--- config.mk ---
export PLATFORM = sky130hd
export DESIGN_NAME = tmr2_timer
export DESIGN_NICKNAME = d
export VERILOG_FILES = /design/src/rtl/tmr2_pkg.sv /design/src/rtl/tmr2_timer.sv
export SDC_FILE = /design/constraint.sdc
export NUM_CORES = 1
export LEC_CHECK = 0
export BUFFER_PORTS_ARGS = -buffer_cell sky130_fd_sc_hd__buf_2
export CORE_UTILIZATION = 55
export DETAILED_ROUTE_END_ITERATION = 10
export PLACE_DENSITY_LB_ADDON = 0.08
export SETUP_SLACK_MARGIN = 0.15
export SLEW_MARGIN = 30
export SYNTH_ARGS = -nofsm -noshare
export SYNTH_HDL_FRONTEND = slang
export SYNTH_SLANG_ARGS = --single-unit
--- constraint.sdc ---
create_clock -name clk_sys -period 6.65 [get_ports clk_sys]
set_input_delay 0.3325 -clock clk_sys [delete_from_list [all_inputs] [get_ports clk_sys]]
set_output_delay 0.3325 -clock clk_sys [all_outputs]
set_load 0.005 [all_outputs]
--- src/rtl/tmr2_pkg.sv ---
// Purpose: Constants shared by the timer two block
// Assumes: Byte wide register port with byte addresses
// Notes: Offsets other than the control register are local choices
package tmr2_pkg;
  // ==========================================================
  // Register offsets
  localparam logic [7:0] CONTROL_ADDR = 8'hc8;
  localparam logic [7:0] MODE_ADDR = 8'hc9;
  localparam logic [7:0] RELOAD_LOW_ADDR = 8'hca;
  localparam logic [7:0] RELOAD_HIGH_ADDR = 8'hcb;
  localparam logic [7:0] COUNT_LOW_ADDR = 8'hcc;
  localparam logic [7:0] COUNT_HIGH_ADDR = 8'hcd;

  // ==========================================================
  // Control register fields
  localparam int OVF_BIT = 7;
  localparam int EXT_BIT = 6;
  localparam int RX_SEL_BIT = 5;
  localparam int TX_SEL_BIT = 4;
  localparam int EXEN_BIT = 3;
  localparam int RUN_BIT = 2;
  localparam int CT_SEL_BIT = 1;
  localparam int CP_RL_BIT = 0;

  // Mode register fields
  localparam int CLK_OUT_EN_BIT = 1;
  localparam int DOWN_EN_BIT = 0;
  localparam logic [7:0] MODE_MASK = 8'h03;

  // ==========================================================
  // Reset values
  localparam logic [7:0] CONTROL_RESET = 8'h00;
  localparam logic [7:0] MODE_RESET = 8'h00;
  localparam logic [7:0] BYTE_RESET = 8'h00;

  // ==========================================================
  // Counter constants
  localparam logic [15:0] COUNT_TOP = 16'hffff;
  localparam logic [15:0] COUNT_BELOW_TOP = 16'hfffe;
  localparam int SYS_DIV = 6;
  localparam logic [2:0] SYS_DIV_LAST = 3'(SYS_DIV - 1);
endpackage

--- src/rtl/tmr2_timer.sv ---
// Purpose: Sixteen bit timer/counter with capture, auto-reload,
//   baud overflow feed and programmable clock output
// Assumes: Firmware reaches registers over a plain strobe port
// Notes: Flags set by hardware win over a firmware clear
//
// Contract
// - Count is two cascaded bytes; low byte carry advances high byte.
// - Mode is decoded from baud selects, capture select, clock-out and down-count enables.
// - Counter/timer select picks prescaled clock (undivided in clock-out) or falling count pin edges.
// - Counter advances only while run control is set.
// - Capture mode trigger fall copies count into capture bytes, sets flag.
// - Capture mode counts freely and sets overflow flag on rollover.
// - Down-count enable is cleared at reset.
// - Up-only auto-reload rollover sets overflow flag and loads reload.
// - Up-only with external enable, trigger fall reloads and sets flag.
// - Up/down with trigger high counts up, reloads on FFFF overflow.
// - Up/down with trigger low counts down, loads FFFF at reload match.
// - Up/down toggles external flag each wrap, without an interrupt.
// - Baud selects route own or timer one overflows to serial clocks.
// - Overflow flag cleared only by firmware, never set in baud mode.
// - Baud mode forces auto-reload and ignores trigger events.
// - External enable clear makes trigger falls ignored; up/down still reads pin as direction.
// - Clock-out mode reloads each overflow, drives 50% clock on pin.
// - Clock-out frequency is clock over two times 65535 minus reload.
// - Clock-out mode overflows raise no interrupt.
// - Clock-out enable feeds divider; timer select drives pin.
// - Baud and clock-out may run together sharing one reload value.
module tmr2_timer (
  // Clock and reset
  input wire logic clk_sys,
  input wire logic rstn,
  // Register port
  input wire logic [7:0] regAddr,
  input wire logic [7:0] regWrData,
  input wire logic regWrite,
  input wire logic regRead,
  output logic [7:0] regRdData,
  // Count input and clock output pin
  input wire logic countPinIn,
  output logic countPinOut,
  output logic countPinOe,
  // Trigger and direction pin
  input wire logic triggerPin,
  // Serial baud clocks
  input wire logic timerOneOvf,
  output logic rxBaudClk,
  output logic txBaudClk,
  // Interrupt request level
  output logic timerIrq
);
  // ==========================================================
  // Registers
  logic [7:0] timer_two_control_reg;
  logic [7:0] timer_two_mode_reg;
  logic [7:0] count_low_byte;
  logic [7:0] count_high_byte;
  logic [7:0] reload_capture_low;
  logic [7:0] reload_capture_high;
  logic clockDivider;
  logic [2:0] sysDivCount;

  // Pin synchronisers and edge history
  logic [1:0] countSync;
  logic countLast;
  logic [1:0] trigSync;
  logic trigLast;

  // ==========================================================
  // Field decode
  logic overflow_flag;
  logic external_flag;
  logic receive_baud_select;
  logic transmit_baud_select;
  logic external_enable;
  logic run_control;
  logic counter_timer_select;
  logic capture_reload_select;
  logic clock_out_enable;
  logic down_count_enable;

  assign overflow_flag = timer_two_control_reg[tmr2_pkg::OVF_BIT];
  assign external_flag = timer_two_control_reg[tmr2_pkg::EXT_BIT];
  assign receive_baud_select = timer_two_control_reg[tmr2_pkg::RX_SEL_BIT];
  assign transmit_baud_select = timer_two_control_reg[tmr2_pkg::TX_SEL_BIT];
  assign external_enable = timer_two_control_reg[tmr2_pkg::EXEN_BIT];
  assign run_control = timer_two_control_reg[tmr2_pkg::RUN_BIT];
  assign counter_timer_select = timer_two_control_reg[tmr2_pkg::CT_SEL_BIT];
  assign capture_reload_select = timer_two_control_reg[tmr2_pkg::CP_RL_BIT];
  assign clock_out_enable = timer_two_mode_reg[tmr2_pkg::CLK_OUT_EN_BIT];
  assign down_count_enable = timer_two_mode_reg[tmr2_pkg::DOWN_EN_BIT];

  // ==========================================================
  // Mode decode
  logic baudMode;
  logic captureMode;
  logic clockOutMode;
  logic upDownMode;
  logic reloadMode;

  assign baudMode = receive_baud_select | transmit_baud_select;
  assign captureMode = !baudMode && capture_reload_select;
  assign clockOutMode = clock_out_enable && !capture_reload_select;
  assign reloadMode = !captureMode;
  assign upDownMode = down_count_enable && !baudMode && !captureMode
    && !clockOutMode;

  // ==========================================================
  // Pin synchronisers
  always_ff @(posedge clk_sys or negedge rstn) begin
    if (!rstn) begin
      countSync <= 2'h3;
      countLast <= 1'h1;
      trigSync <= 2'h3;
      trigLast <= 1'h1;
    end else begin
      countSync <= {countSync[0], countPinIn};
      countLast <= countSync[1];
      trigSync <= {trigSync[0], triggerPin};
      trigLast <= trigSync[1];
    end
  end

  logic countFall;
  logic trigFall;
  logic trigLevel;

  assign countFall = countLast && !countSync[1];
  assign trigFall = trigLast && !trigSync[1];
  assign trigLevel = trigSync[1];

  // ==========================================================
  // System clock prescaler
  logic sysTick;

  assign sysTick = (sysDivCount == tmr2_pkg::SYS_DIV_LAST);

  always_ff @(posedge clk_sys or negedge rstn) begin
    if (!rstn) begin
      sysDivCount <= 3'h0;
    end else if (sysTick) begin
      sysDivCount <= 3'h0;
    end else begin
      sysDivCount <= sysDivCount + 3'h1;
    end
  end

  // ==========================================================
  // Count event and wrap detection
  logic [15:0] countValue;
  logic [15:0] reloadValue;
  logic countTick;
  logic countDown;
  logic overflowHit;
  logic underflowHit;
  logic wrapEvent;
  logic triggerEvent;

  assign countValue = {count_high_byte, count_low_byte};
  assign reloadValue = {reload_capture_high, reload_capture_low};

  // Clock-out runs on the internal clock every cycle
  always_comb begin
    if (counter_timer_select) begin
      countTick = run_control && countFall;
    end else if (clockOutMode) begin
      countTick = run_control;
    end else begin
      countTick = run_control && sysTick;
    end
  end

  assign countDown = upDownMode && !trigLevel;

  // Clock-out wraps one step early to give 65535 minus reload ticks
  always_comb begin
    if (clockOutMode && !counter_timer_select) begin
      overflowHit = countTick && (countValue == tmr2_pkg::COUNT_BELOW_TOP
        || countValue == tmr2_pkg::COUNT_TOP);
    end else begin
      overflowHit = countTick && !countDown
        && (countValue == tmr2_pkg::COUNT_TOP);
    end
  end

  assign underflowHit = countTick && countDown
    && (countValue == reloadValue);
  assign wrapEvent = overflowHit || underflowHit;
  // Up/down mode reads the trigger pin as direction only
  assign triggerEvent = trigFall && external_enable && !baudMode
    && !upDownMode;

  // ==========================================================
  // Register port decode
  logic wrControl;
  logic wrMode;
  logic wrReloadLow;
  logic wrReloadHigh;
  logic wrCountLow;
  logic wrCountHigh;

  function automatic logic addrHit(input logic [7:0] addr,
                                   input logic [7:0] target);
    addrHit = (addr == target);
  endfunction

  assign wrControl = regWrite && addrHit(regAddr, tmr2_pkg::CONTROL_ADDR);
  assign wrMode = regWrite && addrHit(regAddr, tmr2_pkg::MODE_ADDR);
  assign wrReloadLow = regWrite
    && addrHit(regAddr, tmr2_pkg::RELOAD_LOW_ADDR);
  assign wrReloadHigh = regWrite
    && addrHit(regAddr, tmr2_pkg::RELOAD_HIGH_ADDR);
  assign wrCountLow = regWrite && addrHit(regAddr, tmr2_pkg::COUNT_LOW_ADDR);
  assign wrCountHigh = regWrite
    && addrHit(regAddr, tmr2_pkg::COUNT_HIGH_ADDR);

  // ==========================================================
  // Counter bytes
  logic [15:0] next_count;
  logic lowCarry;
  logic lowBorrow;

  assign lowCarry = (count_low_byte == 8'hff);
  assign lowBorrow = (count_low_byte == 8'h00);

  // Capture mode runs free and wraps to zero
  always_comb begin
    next_count = countValue;
    if (wrapEvent) begin
      if (underflowHit) begin
        next_count = tmr2_pkg::COUNT_TOP;
      end else if (captureMode) begin
        next_count = 16'h0000;
      end else begin
        next_count = reloadValue;
      end
    end else if (triggerEvent && reloadMode) begin
      next_count = reloadValue;
    end else if (countTick) begin
      if (countDown) begin
        next_count[7:0] = count_low_byte - 8'h01;
        next_count[15:8] = count_high_byte - {7'h00, lowBorrow};
      end else begin
        next_count[7:0] = count_low_byte + 8'h01;
        next_count[15:8] = count_high_byte + {7'h00, lowCarry};
      end
    end
  end

  // Firmware writes land immediately and override counting
  always_ff @(posedge clk_sys or negedge rstn) begin
    if (!rstn) begin
      count_low_byte <= tmr2_pkg::BYTE_RESET;
      count_high_byte <= tmr2_pkg::BYTE_RESET;
    end else begin
      count_low_byte <= wrCountLow ? regWrData : next_count[7:0];
      count_high_byte <= wrCountHigh ? regWrData : next_count[15:8];
    end
  end

  // ==========================================================
  // Reload and capture bytes
  logic captureEvent;

  assign captureEvent = triggerEvent && captureMode;

  always_ff @(posedge clk_sys or negedge rstn) begin
    if (!rstn) begin
      reload_capture_low <= tmr2_pkg::BYTE_RESET;
      reload_capture_high <= tmr2_pkg::BYTE_RESET;
    end else if (captureEvent) begin
      reload_capture_low <= count_low_byte;
      reload_capture_high <= count_high_byte;
    end else begin
      if (wrReloadLow) begin
        reload_capture_low <= regWrData;
      end
      if (wrReloadHigh) begin
        reload_capture_high <= regWrData;
      end
    end
  end

  // ==========================================================
  // Control register with hardware flags
  logic setOverflow;
  logic setExternal;
  logic toggleExternal;
  logic [7:0] baseControl;
  logic [7:0] next_control;

  assign setOverflow = wrapEvent && !baudMode
    && !clockOutMode;
  assign setExternal = triggerEvent;
  assign toggleExternal = wrapEvent && upDownMode;

  // Hardware set wins over a firmware clear in the same cycle
  // A wrap toggle acts on the value just written
  always_comb begin
    baseControl = wrControl ? regWrData : timer_two_control_reg;
    next_control = baseControl;
    if (setOverflow) begin
      next_control[tmr2_pkg::OVF_BIT] = 1'b1;
    end
    if (setExternal) begin
      next_control[tmr2_pkg::EXT_BIT] = 1'b1;
    end else if (toggleExternal) begin
      next_control[tmr2_pkg::EXT_BIT] =
        !baseControl[tmr2_pkg::EXT_BIT];
    end
  end

  always_ff @(posedge clk_sys or negedge rstn) begin
    if (!rstn) begin
      timer_two_control_reg <= tmr2_pkg::CONTROL_RESET;
    end else begin
      timer_two_control_reg <= next_control;
    end
  end

  // ==========================================================
  // Mode register
  always_ff @(posedge clk_sys or negedge rstn) begin
    if (!rstn) begin
      timer_two_mode_reg <= tmr2_pkg::MODE_RESET;
    end else if (wrMode) begin
      timer_two_mode_reg <= regWrData & tmr2_pkg::MODE_MASK;
    end
  end

  // ==========================================================
  // Clock-out divide-by-two stage
  always_ff @(posedge clk_sys or negedge rstn) begin
    if (!rstn) begin
      clockDivider <= 1'b0;
    end else if (clock_out_enable && wrapEvent) begin
      clockDivider <= !clockDivider;
    end
  end

  assign countPinOut = clockDivider;
  assign countPinOe = clock_out_enable && !counter_timer_select;

  // ==========================================================
  // Baud clock routing and interrupt request
  // Baud outputs carry the raw one-cycle wrap pulse
  assign rxBaudClk = receive_baud_select ? wrapEvent : timerOneOvf;
  assign txBaudClk = transmit_baud_select ? wrapEvent : timerOneOvf;
  assign timerIrq = overflow_flag
    || (external_flag && !down_count_enable);

  // ==========================================================
  // Read data, one cycle after the strobe
  // Unmapped addresses read as zero
  always_ff @(posedge clk_sys or negedge rstn) begin
    if (!rstn) begin
      regRdData <= 8'h00;
    end else if (regRead) begin
      unique case (regAddr)
        tmr2_pkg::CONTROL_ADDR: regRdData <= timer_two_control_reg;
        tmr2_pkg::MODE_ADDR: regRdData <= timer_two_mode_reg;
        tmr2_pkg::RELOAD_LOW_ADDR: regRdData <= reload_capture_low;
        tmr2_pkg::RELOAD_HIGH_ADDR: regRdData <= reload_capture_high;
        tmr2_pkg::COUNT_LOW_ADDR: regRdData <= count_low_byte;
        tmr2_pkg::COUNT_HIGH_ADDR: regRdData <= count_high_byte;
        default: regRdData <= 8'h00;
      endcase
    end else begin
      regRdData <= 8'h00;
    end
  end
endmodule

# == Word-level counts from Yosys, hierarchy flattened ==
# Cells that the tools add are included.
# word_totals
register_bits,60
inputBits,23
wordCells,110
# classes
n_bitwise,1
add_sub_neg,5
n_reduce_logical,54
n_mux,24
n_eq_ne,11
# ops
cell,n
$mux W16,6
$mux W8,8
$eq A8 B8 Y1 const B,7
$pmux W8 S6,1
$logic_and A1 B1 Y1,33
$eq A16 B16 Y1 const B,2
$eq A16 B16 Y1,1
$logic_not A1 Y1,12
$add A8 B1 Y8,1
$add A8 B1 Y8 const B,1
$logic_not A8 Y1,1
$mux W1,8
$reduce_bool A4 Y1,2
$sub A8 B1 Y8,1
$sub A8 B1 Y8 const B,1
$reduce_bool A2 Y1,3
$add A3 B1 Y3 const B,1
$eq A3 B3 Y1 const B,1
$logic_or A1 B1 Y1,3
$mux W3,1
$or A1 B1 Y1,1

# == Longest topological paths before layout ==
# logic_depth
depth_word,15
depth_mapped,16
depth_no_buf,14

# == Worst setup path before layout ==
# Ideal clock, no wire load.
# synth_path
path_type,register -> register
startpoint,register timer_two_control_reg[0]
endpoint,register count_high_byte[6]
arrival_ns,3.374
synth_period_minus_slack_ns,3.456
path_stages_with_launch,17
path_slack_ns,3.194
setup_time_ns,0.082
cell_sequence,dfrtp_1 > buf_6 > or4b_4 > or3_1 > buf_2 > nor4_1 > nand2b_1 > nand2_1 > ha_1 > inv_1 > fa_1 > a211oi_1 > o21ai_0 > a21oi_1 > xnor2_1 > a32oi_1 > a31oi_1
# synth_via
elab_chain_cells,12
elab_cells_between_ends,30
classes_between,mux (10); reduce/logical (20)
# synth_rtl
element,line_no,source
"start, declared",tmr2_timer.sv:53,logic [7:0] timer_two_control_reg;
"start signal, assigned",tmr2_timer.sv:314,timer_two_control_reg <= tmr2_pkg::CONTROL_RESET;
"start signal, assigned",tmr2_timer.sv:316,timer_two_control_reg <= next_control;
$logic_and A1 B1 Y1 or $logic_not A1 Y1 (tied branches),"tmr2_timer.sv:101, tmr2_timer.sv:102",
$logic_not A1 Y1 or $logic_and A1 B1 Y1 (tied branches),"tmr2_timer.sv:103, tmr2_timer.sv:104, tmr2_timer.sv:102",
$logic_and A1 B1 Y1 or $logic_not A1 Y1 (tied branches),"tmr2_timer.sv:104, tmr2_timer.sv:105",
$logic_and A1 B1 Y1,tmr2_timer.sv:105,&& !clockOutMode;
$logic_and A1 B1 Y1,tmr2_timer.sv:172,assign countDown = upDownMode && !trigLevel;
$logic_not A1 Y1,tmr2_timer.sv:180,overflowHit = countTick && !countDown
$logic_and A1 B1 Y1,tmr2_timer.sv:180,
$logic_and A1 B1 Y1,tmr2_timer.sv:181,&& (countValue == tmr2_pkg::COUNT_TOP);
$mux W1,tmr2_timer.sv:176,if (clockOutMode && !counter_timer_select) begin
$logic_or A1 B1 Y1,tmr2_timer.sv:187,assign wrapEvent = overflowHit || underflowHit;
$mux W16,tmr2_timer.sv:228,if (wrapEvent) begin
$mux W8,tmr2_timer.sv:256,count_high_byte <= wrCountHigh ? regWrData : next_count[15:8];
"end signal, assigned",tmr2_timer.sv:253,count_high_byte <= tmr2_pkg::BYTE_RESET;
"end signal, assigned",tmr2_timer.sv:256,
"end, declared",tmr2_timer.sv:56,logic [7:0] count_high_byte;
# Several ways; a longest one is shown, not always the timed one. The select of a mux whose other input is x is not followed.
# A chain may end at the register's enable or synchronous reset.

# == Worst setup path after layout ==
# Same ends and word-level chain as after synthesis.

==> results.py <==
metrics = {
    "global_route": {
        "grt_pass1_wl_um": 18400,
        "antenna_found_initial": 0,
        "grt_usage_pct": 32.9,
        "grt_overflow": 0,
        "grt_max_degree": 61,
        "grt_pass1_vias": 3506,
    },
    "route": {
        "vias": 3630,
        "drt-met1-wl_um": 4990,
        "wl_um": 11700,
        "top_layer": "met4",
        "viasPerCell": 6.39,
        "wl_per_cell_um": 20.7,
        "wl_met3_um": 958,
        "drt_iter0_drc": 362,
        "ant_nets": 0,
        "firstDrtPassIters": 7,
        "dr_wl_met2_um": 5420,
        "drc": 0,
    },
    "cells_and_area": {
        "drive_gt1_share_pct": 16.9,
        "areaGrowthSynthToFinish_pct": 10.4,
        "antennaDiodeCount": 0,
        "nNetsFinal": 500,
    },
    "setup_path": {
        "crit_fanout": 11,
        "critPathLaunchType": "flip-flop",
        "crit_start": "timer_two_control_reg[0]$_DFFE_PN0P_",
        "rr_startpoint": "timer_two_control_reg[0]$_DFFE_PN0P_",
        "crit_cells": 14,
        "path_class": "flip-flop to flip-flop",
        "slowest_stage": "or4b_4",
        "required_ns": 6.93,
        "rrSetupSlack_ns": 2.85,
        "crit_chain": "or4b_4 > or3_1 > nor4_1 > nand2b_1 > nand2_1 > ha_1 > inv_1 > fa_1 > a211oi_1 > o21ai_0 > a21oi_1 > xnor2_1 > a32oi_1 > a31oi_1",
        "r2r_end": "count_high_byte[6]$_DFFE_PN0P_",
        "reg2reg_depth": 14,
        "cp_top_family": "simple AND/OR/NAND/NOR gates",
        "worst_setup_path_end_kind": "flip-flop",
        "max_stage_delay_ns": 0.54,
        "crit_end": "count_high_byte[6]$_DFFE_PN0P_",
        "path_buf_inv": 1,
        "arrival_ns": 4.08,
    },
    "synth": {
        "syn_area_um2": 3980,
        "seq_area_frac_synth_pct": 37.9,
        "synth.most_common_cell": "dfrtp_1",
        "synthTopCellsByArea": "dfrtp_1 (34%), a21oi_1 (6.5%), mux2i_1 (5.8%), nor2_1 (4.1%), dfstp_2 (4.0%)",
        "synth_ff_type": "dfrtp_1",
        "synth_area_per_cell_um2": 8.91,
        "synth_top_area_share_pct": 33.9,
        "netlist_instances": 447,
        "synth_common_cells": "dfrtp_1 (54), a21oi_1 (52), nor2_1 (44)",
        "synth_seq_cells": 60,
        "async_reset_ff_share_pct": 100,
        "ys_types": 56,
        "yosysWarnings": 0,
        "yosysTopAreaCell": "dfrtp_1",
        "synth_edf_count": 0,
        "synth_fp_nets": 480,
    },
    "timing": {
        "timing.final.ws_setup_ns": 2.85,
        "worst_pin_slew_ns": 0.957,
        "setup_violations": 0,
        "fmax_ghz": 0.263,
        "tns_ns": 0,
        "min_period_over_period_pct": 57.1,
        "fin_skew_ns": 0.0111,
        "rsz0062_at_grt": "false",
        "slew_violations": 0,
        "post-route-min-period_ns": 3.80,
        "hold_viol_final": 0,
        "timing.slew.headroom_pct": 35.7,
    },
    "cts": {
        "numCtsBuffers": 9,
        "clock_sinks": 60,
        "clkTransAtPathRegs_ns": 0.07,
        "cts_tree": "yes",
        "clk_latency_ns": 0.35,
        "max-clock-path-buffers": 2,
        "cts_resized": 0,
        "postCtsSetupBuffers": 0,
        "cts_max_level": 3,
        "clockRootBuffer": "clkbuf_8",
        "hold_buffers": 0,
    },
    "job": {
        "drv_cap": 0,
    },
    "placed_design": {
        "finalWeightedCongestion": 0.974,
        "post-place-ws_ns": 2.88,
        "port_buffers": 35,
        "dpl.hpwl_um": 8430,
    },
    "power": {
        "peakVddDrop_mv": 0.175,
        "power.density_nw_per_um2": 236,
        "p_leak_nw": 1.84,
    },
    "die": {
        "design.core.area_um2": 6910,
        "die_y_um": 87.1,
        "io-pin-count": 36,
        "rows": 30,
        "fp.dieArea_um2": 7580,
        "die-width_um": 87.1,
        "start_util_pct": 57.6,
    },
    "outcome": {
        "outcome": "complete, no violations",
    },
    "min_path": {
        "holdPathStages": 1,
        "min_path_type": "primary input to flip-flop",
    },
}
## power breakdown
part / switching, mW / internal, mW / total (mW)
Sequential: 0.0745 / 0.397 / 0.471
Clock: 0.152 / 0.211 / 0.362
Combinational: 0.108 / 0.0976 / 0.206
Total: 0.334 / 0.705 / 1.04
## cell type report
| class | count | area (um2) |
|---|---|---|
| fillers | 633 | 2510 |
| multi-input cells | 350 | 2320 |
| flip-flops and latches | 60 | 1510 |
| repair buffers | 38 | 198 |
| clock buffers | 10 | 128 |
| well taps | 96 | 120 |
| clock inverters | 6 | 88.8 |
| inverters | 8 | 30.0 |
## per-layer routing
layer	vias to the layer above	track usage, %
li1	1675	-
met1	1745	44.7
met3	28	6.54
met2	182	49.7
met4	0	16.5
met5	-	0
## cells in the final DEF (no fill, tap or decap), drive strengths merged, types with 2 or more instances in the layout
cell type	Yosys	routed
or3	2	2
a21boi	2	2
and3	8	8
nand3	11	11
mux2	12	12
nor2b	5	5
nor3	6	6
inv	8	8
buf	10	38
a21o	3	3
a22oi	15	15
mux2i	23	23
a21oi	52	52
xnor2	9	9
bufinv	0	2
o21a	2	2
a31oi	5	5
and2	6	6
or2	2	2
nand2b	3	3
clkbuf	19	10
nor4	8	8
dfrtp	54	54
clkinvlp	0	2
o21ai	16	16
nor2	44	44
o22ai	4	4
o31ai	14	14
nor3b	2	2
or4	5	5
dfstp	6	6
clkinv	0	2
a211oi	11	11
xor2	18	18
nand4	7	7
nand2	31	31
ha	9	9
## worst register-to-register path: cells and delay by family, from the launching register on
| family | cells | cell delay [ns] |
|---|---|---|
| adder cells (fa/ha/maj) | 2 | 0.59 |
| buffers and inverters | 1 | 0.06 |
| XOR/XNOR | 1 | 0.14 |
| AO/OA/AOI/OAI | 5 | 0.89 |
| AND/OR/NAND/NOR | 5 | 1.56 |
| flip-flops | 1 | 0.49 |
## stage by stage
step / hold slack (ns) / util (%) / cells / area (um2) / power, mW
floorplan: 0.0369 / - / 447 / 3980 / 0.608
global placement: 0.347 / 60.4 / 552 / 4170 / 0.675
detailed placement: 0.347 / 60.4 / 552 / 4170 / 0.675
CTS: 0.0692 / 63.5 / 568 / 4390 / 1.04
global route: 0.0666 / 63.6 / 568 / 4390 / 1.08
finish: 0.0703 / 63.6 / 568 / 4390 / 1.04
## logic make-up after synthesis
family / share of synthesized area [%]
XOR/XNOR: 5.94
AND/OR/NAND/NOR: 18.2
buffers and inverters: 4.18
flip-flops: 37.9
adder cells (fa/ha/maj): 3.33
AO/OA/AOI/OAI: 20.7
multiplexers: 9.74
## how the worst min path moves through the flow
stage / to / startpoint
2_1_floorplan: countPinOut$_DFFE_PN0P_ / rstn
3_3_place_gp: trigSync[1]$_DFF_PN1_ / trigSync[0]$_DFF_PN1_
3_5_place_dp: countSync[1]$_DFF_PN1_ / countSync[0]$_DFF_PN1_
4_1_cts: countSync[0]$_DFF_PN1_ / countPinIn
5_1_grt: countSync[0]$_DFF_PN1_ / countPinIn
6_report: countSync[0]$_DFF_PN1_ / countPinIn
Power figures use the tool's default switching activity.
